<file path="config.mk">
export PLATFORM = sky130hd
export DESIGN_NAME = irofs_top
export DESIGN_NICKNAME = d
export VERILOG_FILES = /design/src/irofs_pkg.sv /design/src/irofs_top.sv
export SDC_FILE = /design/constraint.sdc
export NUM_CORES = 1
export LEC_CHECK = 0
export ABC_AREA = 1
export BUFFER_PORTS_ARGS = -buffer_cell sky130_fd_sc_hd__clkbuf_2
export CORE_MARGIN = 1.5
export CORE_UTILIZATION = 51
export DETAILED_ROUTE_END_ITERATION = 6
export PLACE_DENSITY = 0.86
export SYNTH_ARGS = -nofsm -noshare
export SYNTH_HDL_FRONTEND = slang
export SYNTH_SLANG_ARGS = --single-unit
</file>
<file path="constraint.sdc">
create_clock -name CLK -period 2.39 [get_ports CLK]
set_clock_uncertainty 0.2 [all_clocks]
set_input_delay 0.478 -clock CLK [delete_from_list [all_inputs] [get_ports CLK]]
set_output_delay 0.478 -clock CLK [all_outputs]
set_load 0.03 [all_outputs]
</file>
<file path="src/irofs_pkg.sv">
// package: register map, field layout and types of the interrupt routing and offset block
package irofs_pkg;
	// ----------------------------------------
	// register addresses
	// ----------------------------------------
	localparam logic [7:0] ADDR_ROUTING  = 8'h2e;
	localparam logic [7:0] ADDR_X_OFFSET = 8'h2f;
	localparam logic [7:0] ADDR_Y_OFFSET = 8'h30;
	localparam logic [7:0] ADDR_Z_OFFSET = 8'h31;
	// ----------------------------------------
	// reset values and field layout
	// ----------------------------------------
	localparam logic [7:0] ROUTING_RESET = 8'h00;
	localparam logic [7:0] OFFSET_RESET  = 8'h00;
	localparam logic [7:0] ROUTING_MASK  = 8'hfd;
	localparam int         BIT_ASLP      = 7;
	localparam int         BIT_FIFO      = 6;
	localparam int         BIT_TRANS     = 5;
	localparam int         BIT_ORIENT    = 4;
	localparam int         BIT_PULSE     = 3;
	localparam int         BIT_FF_MT     = 2;
	localparam int         BIT_UNUSED    = 1;
	localparam int         BIT_DRDY      = 0;
	// offset scale: micro-g per lsb and full range in milli-g
	localparam int         OFFSET_UG_PER_LSB = 1960;
	localparam int         OFFSET_RANGE_MG   = 250;
	// ----------------------------------------
	// types
	// ----------------------------------------
	typedef struct packed {
		logic       wr;
		logic       rd;
		logic [7:0] addr;
		logic [7:0] wdata;
	} irofs_req_t;

	typedef struct packed {
		logic signed [11:0] x;
		logic signed [11:0] y;
		logic signed [11:0] z;
	} irofs_axes_t;
endpackage : irofs_pkg

</file>
<file path="src/irofs_top.sv">
// module: interrupt pin routing register, axis offset registers and offset correction
// Summary of operation
// - a routing bit of 0 sends that function's interrupt to interrupt_pin_b.
// - a routing bit of 1 sends that function's interrupt to interrupt_pin_a.
// - routing bits are 7 auto-sleep/wake, 6 fifo, 5 transient, 4 orientation, 3 pulse, 2 freefall/motion, 0 data ready.
// - after reset all routing bits are zero so every interrupt goes to interrupt_pin_b.
// - several sources may share a pin and the host reads the source status register to find them all.
// - the routing register is read and written by the host at its address.
// - each axis offset value is added to that axis to realign its zero-g output.
// - one offset lsb is worth 1.96 milli-g of correction.
// - each offset is an 8-bit two's-complement value covering about plus or minus 250 milli-g.
// - the x, y and z offset registers sit at consecutive addresses in that order.
// - every offset register resets to zero so no correction applies by default.
// - an interrupt reaches a pin only while its enable bit is set.
module irofs_top (
	// clock and reset
	input  wire  logic                 CLK,
	input  wire  logic                 SYS_RST,
	// register access
	input  wire  irofs_pkg::irofs_req_t REQ,
	output logic [7:0]                 RDATA,
	output logic                       RHIT,
	// interrupt sources and enables
	input  wire  logic [7:0]           SRC_EVENTS,
	input  wire  logic [7:0]           INT_ENABLE,
	// raw and corrected samples, data in 1.96 mg units
	input  wire  irofs_pkg::irofs_axes_t RAW,
	output irofs_pkg::irofs_axes_t     CORR,
	// interrupt pins, active high internal level
	output logic                       INT_PIN_A,
	output logic                       INT_PIN_B,
	// routing and offset register views
	output logic [7:0]                 ROUTING_Q,
	output logic [7:0]                 OFF_X_Q,
	output logic [7:0]                 OFF_Y_Q,
	output logic [7:0]                 OFF_Z_Q
);
	import irofs_pkg::*;

	// ----------------------------------------
	// decode
	// ----------------------------------------
	logic [7:0]  routing_ff;
	logic [7:0]  off_x_ff;
	logic [7:0]  off_y_ff;
	logic [7:0]  off_z_ff;
	logic [7:0]  rdata_ff;
	logic        rhit_ff;
	logic        pin_a_ff;
	logic        pin_b_ff;
	irofs_axes_t corr_ff;

	wire         sel_rt = (REQ.addr == ADDR_ROUTING);
	wire         sel_x  = (REQ.addr == ADDR_X_OFFSET);
	wire         sel_y  = (REQ.addr == ADDR_Y_OFFSET);
	wire         sel_z  = (REQ.addr == ADDR_Z_OFFSET);
	wire         hit    = sel_rt | sel_x | sel_y | sel_z;
	wire  [7:0]  nxt_routing = (REQ.wr && sel_rt) ? (REQ.wdata & ROUTING_MASK) : routing_ff;
	wire  [7:0]  nxt_off_x   = (REQ.wr && sel_x) ? REQ.wdata : off_x_ff;
	wire  [7:0]  nxt_off_y   = (REQ.wr && sel_y) ? REQ.wdata : off_y_ff;
	wire  [7:0]  nxt_off_z   = (REQ.wr && sel_z) ? REQ.wdata : off_z_ff;
	wire  [7:0]  rd_mux = sel_rt ? (routing_ff & ROUTING_MASK) :
	                      sel_x  ? off_x_ff :
	                      sel_y  ? off_y_ff :
	                      sel_z  ? off_z_ff : 8'h00;
	wire  [7:0]  nxt_rdata = REQ.rd ? rd_mux : rdata_ff;
	wire         nxt_rhit  = REQ.rd & hit;

	// ----------------------------------------
	// routing: enable gates, then bit steers
	// ----------------------------------------
	wire  [7:0]  active = SRC_EVENTS & INT_ENABLE & ROUTING_MASK;
	logic [7:0]  to_pin_a;
	logic [7:0]  to_pin_b;

	// one steering cell per source bit
	for (genvar g = 0; g < 8; g++) begin : g_steer
		assign to_pin_a[g] = active[g] & routing_ff[g];
		assign to_pin_b[g] = active[g] & ~routing_ff[g];
	end

	// any number of sources may share one pin
	wire         nxt_pin_a = |to_pin_a;
	wire         nxt_pin_b = |to_pin_b;

	// ----------------------------------------
	// offset correction, sign-extended lsb add
	// ----------------------------------------
	wire  signed [11:0] ox = {{4{off_x_ff[7]}}, off_x_ff};
	wire  signed [11:0] oy = {{4{off_y_ff[7]}}, off_y_ff};
	wire  signed [11:0] oz = {{4{off_z_ff[7]}}, off_z_ff};
	irofs_axes_t nxt_corr;
	assign nxt_corr.x = RAW.x + ox;
	assign nxt_corr.y = RAW.y + oy;
	assign nxt_corr.z = RAW.z + oz;

	// ----------------------------------------
	// registers
	// ----------------------------------------
	// routing register
	always_ff @(posedge CLK) begin
		if (SYS_RST) begin
			routing_ff <= ROUTING_RESET;
		end else begin
			routing_ff <= nxt_routing;
		end
	end

	// x offset register
	always_ff @(posedge CLK) begin
		if (SYS_RST) begin
			off_x_ff <= OFFSET_RESET;
		end else begin
			off_x_ff <= nxt_off_x;
		end
	end

	// y offset register
	always_ff @(posedge CLK) begin
		if (SYS_RST) begin
			off_y_ff <= OFFSET_RESET;
		end else begin
			off_y_ff <= nxt_off_y;
		end
	end

	// z offset register
	always_ff @(posedge CLK) begin
		if (SYS_RST) begin
			off_z_ff <= OFFSET_RESET;
		end else begin
			off_z_ff <= nxt_off_z;
		end
	end

	// read data, held until the next read
	always_ff @(posedge CLK) begin
		if (SYS_RST) begin
			rdata_ff <= 8'h00;
		end else begin
			rdata_ff <= nxt_rdata;
		end
	end

	// read hit pulse
	always_ff @(posedge CLK) begin
		if (SYS_RST) begin
			rhit_ff <= 1'b0;
		end else begin
			rhit_ff <= nxt_rhit;
		end
	end

	// pin a level
	always_ff @(posedge CLK) begin
		if (SYS_RST) begin
			pin_a_ff <= 1'b0;
		end else begin
			pin_a_ff <= nxt_pin_a;
		end
	end

	// pin b level
	always_ff @(posedge CLK) begin
		if (SYS_RST) begin
			pin_b_ff <= 1'b0;
		end else begin
			pin_b_ff <= nxt_pin_b;
		end
	end

	// corrected samples
	always_ff @(posedge CLK) begin
		if (SYS_RST) begin
			corr_ff <= '0;
		end else begin
			corr_ff <= nxt_corr;
		end
	end

	assign RDATA     = rdata_ff;
	assign RHIT      = rhit_ff;
	assign INT_PIN_A = pin_a_ff;
	assign INT_PIN_B = pin_b_ff;
	assign CORR      = corr_ff;
	assign ROUTING_Q = routing_ff;
	assign OFF_X_Q   = off_x_ff;
	assign OFF_Y_Q   = off_y_ff;
	assign OFF_Z_Q   = off_z_ff;

	// per-source steering checks
	for (genvar s = 0; s < 8; s++) begin : g_chk
		if (ROUTING_MASK[s]) begin : g_used

		end
	end
endmodule : irofs_top

</file>
# ---- Yosys cells after proc, flatten, opt, wreduce, memory -nomap -nowiden
# Index checks and enable logic that the tools add are counted.
dict set report totals {
  reg_bits 78
  input_bits 72
  out_inout_bits 79
  word_cells 54
}
dict set report op_classes {
  n_addsub 3
  n_eq_ne 4
  n_mux 4
  n_bitwise 26
  n_reduce_logical 6
}
# cell n
set op_table {}
lappend op_table {{12-bit by 8-bit adder with 12-bit output} 3}
lappend op_table {{8-bit by 6-bit equality test with 1-bit output, second input constant} 4}
lappend op_table {{8-bit 2-to-1 mux} 4}
lappend op_table {{1-bit bitwise AND} 15}
lappend op_table {{7-bit OR reduction} 2}
lappend op_table {{8-bit bitwise AND} 1}
lappend op_table {{1-bit NOT} 7}
lappend op_table {{1-bit logical AND} 4}
lappend op_table {{1-bit bitwise OR} 3}

# ---- Longest topological paths before layout
dict set report depth {
  depth_word 5
  depth_mapped 10
}

# ---- Worst setup path after synthesis
# Ideal clock, no wire load.
dict set report synth_timing {
  path_kind {input to register}
  startpoint {in RAW[24] (netlist bit)}
  endpoint {reg corr_ff (netlist bit CORR[32])}
  setup_time_ns 0.080
  t_arrival_ns 1.579
  path_slack_ns 0.532
  stages 8
  path_cell_list {ha_1 > fa_1 > nand3_1 > nand2_1 > nand2_1 > nand2_1 > nand2_1 > nor3b_1}
}
dict set report synth_via {
  elab_chain_len 1
}
# item line_no
set synth_rtl {}
lappend synth_rtl {{start, declared} irofs_top.sv:27} ;# input wire irofs_pkg::irofs_axes_t RAW,
lappend synth_rtl {{12-bit by 8-bit adder with 12-bit output} irofs_top.sv:93} ;# assign nxt_corr.x = RAW.x + ox;
lappend synth_rtl {{end signal, assigned} irofs_top.sv:177} ;# corr_ff <= nxt_corr;
lappend synth_rtl {{end, declared} irofs_top.sv:51} ;# irofs_axes_t corr_ff;
# No other way between the ends.
# A chain may end at the register's enable or synchronous reset.

# ---- Worst setup path in the final report
dict set report layout_timing {
  startpoint {reg off_z_ff[0] (netlist: OFF_Z_Q[0])}
  endpoint {reg corr_ff (netlist bit CORR[8])}
}
dict set report layout_via {
  elab_chain_len 1
}
# item line_no
set layout_rtl {}
lappend layout_rtl {{start, declared} irofs_top.sv:46} ;# logic [7:0] off_z_ff;
lappend layout_rtl {{start signal, assigned} irofs_top.sv:132} ;# off_z_ff <= nxt_off_z;
lappend layout_rtl {{12-bit by 8-bit adder with 12-bit output} irofs_top.sv:95} ;# assign nxt_corr.z = RAW.z + oz;
# No other way between the ends.

==> results.tsv <==
metric	value	unit
crit_start	OFF_Z_Q[0]$_SDFFE_PP0P_	
synthTopCellsByArea	dfxtp_1, nand2_1, ha_1	
reg2reg_to	CORR[8]$_SDFF_PP0_	
finalHoldViolations	0	
wire_per_inst	13.13	um
cts_tree	done	
max_freq	526.5	MHz
finalCritPeriodShare	79.47	%
cp_slowest_stage_delay	0.46	ns
critical_path_class	reg2reg	
status	completed	
cts_hold_buf	0	
grt_pass1_wl	20380	um
syn_area	4616	um^2
post-route-drc-count	0	
synth-main-ff-cell	dfxtp_1	
h-tree-depth	3	
cp.required	2.46	ns
fin_crit	1.899	ns
synthTopCellsByCount	nand2_1, dfxtp_1, nor2_1	
antenna_cells	0	
grt_usage	25.98	%
critical_path.endpoint	CORR[8]$_SDFF_PP0_	
ir_drop	0.3216	mV
clkLatencyLatePin	0.35	ns
die_h	98.14	um
yosysTopAreaCell	dfxtp_1	
dp_hpwl	9595	um
grt_max_degree	31	
die_w	98.14	um
yosysUniqueCellTypes	34	
start_kind	flop	
hold_path_class	in2reg	
yosysMostFrequentCell	nand2_1	
root_buffer	clkbuf_8	
place_congestion	0.9244	
drive_gt1_share	22.00	%
reg2reg_slack	0.49	ns
grt_pass1_vias	4380	
ys_seq_area_share	33.83	%
drtIter0Drc	219	
fp-row-count	34	
setup_violations	0	
crit_chain	ha_1, fa_1, nand3_1, nand2_1, nand2_1, nand2_1, nand2_1, nor3b_1	
post-cts-setup-buffers	0	
rsz0062_at_grt	no	
gr-total-overflow	0	
drt-total-wl	12340	um
r2r-start	OFF_Z_Q[0]$_SDFFE_PP0P_	
portBuffers	147	
cts_made_buffers	9	
worst_r2r_path_depth	8	
power_density	505.8	nW/um^2
yosysWarnings	0	
end_kind	flop	
core-area	8763	um^2
dpl_worst_slack	0.3001	ns
cts_max_path_buffers	2	
first_pass_iters	5	
ant_nets	0	
path_max_fanout	5	
synth_fp_nets	787	
clock-sinks	78	
tns	0	ns
antenna_found_initial	0	
initial_utilization	52.67	%
synth_edf_count	0	
nNetsFinal	936	
vias_per_cell	5.188	
holdPathStages	3	
p_leak	2.983	nW
dieArea	9630	um^2
yosysTopAreaCellShare	33.83	%
cp_slowest_cell	fa_1	
postSynthCellCount	679	
cp_common_cell	nand2_1	
maxSlewViolCount	0	
synthArstFlopShare	0	%
io_pins	151	
cts.reportedPaths.clkPinSlew	0.07	ns
drv_cap	0	
syn_area_per_cell	6.798	um^2
syn_to_final_growth	22.74	%
via_count	4877	
setup_ws	0.4906	ns
synth_seq_cells	78	
arrival	1.97	ns
cts.repair.resized	0	
## worst max-delay path, delay by kind of cell, from the launching register on
kind,cells,cell delay (ns)
DFF,1,0.35
and+or+nand+nor,6,0.57
adders and majority gates,2,0.70
## metrics by stage
step           cells  instance area (um^2)  power, mW  hold WS [ns]  util, %
5_1_grt          940                  5665      2.997        0.2497    64.65
6_report         940                  5665      2.866        0.2316    64.65
3_5_place_dp     925                  5443      1.773        0.2807    62.11
4_1_cts          940                  5665      2.881        0.2130    64.65
3_3_place_gp     925                  5443      1.768        0.2813    62.11
2_1_floorplan    679                  4616      1.620        0.3922        -
## worst min path at each step
stage / start / endpoint / slack, ns
final: REQ[1] / OFF_Y_Q[1]$_SDFFE_PP0P_ / 0.23
after global routing: REQ[6] / OFF_Y_Q[6]$_SDFFE_PP0P_ / 0.25
after CTS: REQ[1] / OFF_Y_Q[1]$_SDFFE_PP0P_ / 0.21
after detailed placement: RDATA[1]$_SDFFE_PP0P_ / RDATA[1]$_SDFFE_PP0P_ / 0.28
after global placement: RDATA[1]$_SDFFE_PP0P_ / RDATA[1]$_SDFFE_PP0P_ / 0.28
after floorplan: OFF_Z_Q[0]$_SDFFE_PP0P_ / OFF_Z_Q[0]$_SDFFE_PP0P_ / 0.39
## cells by family after synthesis
group	share of synthesized area [%]
AND/OR/NAND/NOR	30.79
AO/OA/AOI/OAI	16.18
buffers and inverters	8.295
flip-flops	33.83
adder cells (fa/ha/maj)	10.25
XOR/XNOR	0.5694
other	0.08124
## flip-flops by register name, indices dropped and copies added (netlist names)
name and count:
INT_PIN_A 1, RHIT 1, INT_PIN_B 1, OFF_Y_Q 8, RDATA 8, ROUTING_Q 7
CORR 36, OFF_X_Q 8, OFF_Z_Q 8
## cells in the final DEF (no fill, tap or decap)
cell type	synthesis	routed
clkinvlp_4	0	1
nor3b_1	3	3
nand4_1	6	6
ha_1	33	33
o2111a_1	1	1
buf_4	1	5
nor3_2	1	1
conb_1	1	1
clkbuf_1	7	1
nand2_1	149	149
inv_2	2	2
fa_1	3	3
o21bai_1	6	6
nand3_2	1	1
a31oi_1	1	1
nand3_1	68	68
dfxtp_1	78	78
a21oi_2	1	1
o21ai_1	4	4
bufinv_16	0	2
inv_6	1	1
a21oi_1	75	75
a21o_1	3	3
nand2_4	3	3
nor2_1	78	78
nor3_1	9	9
inv_1	76	76
nand2_2	2	2
clkbuf_2	0	147
xor2_1	3	3
o21ai_0	50	50
nor2_2	2	2
o211ai_1	1	1
nor2_4	4	4
clkbuf_8	0	11
## power by group
part	total, mW	internal, mW	switching [mW]	leakage (nW)
registers	1.35	1.33	0.0105	0.639
clock network	1.12	0.641	0.479	0.109
logic	0.401	0.130	0.270	2.24
total	2.87	2.11	0.760	2.98
## area by class of cell
type	instances	area, um^2
repair buffers	152	773.2
fillers	836	3098
multi-input cells	508	2671
flip-flops and latches	78	1562
well taps	108	135.1
clock buffers	12	155.1
inverters	79	301.5
clock inverters	3	67.56
## layer usage
metal	share of wire [%]	wire [um]	vias up	track usage, %
li1	-	-	2543	-
met1	46	5710	2156	35.80
met2	45	5604	162	41.96
met3	6.7	828	16	5.011
met4	1.6	197	0	6.717
met5	0	0	-	0
(Power assumes the default switching activity.)
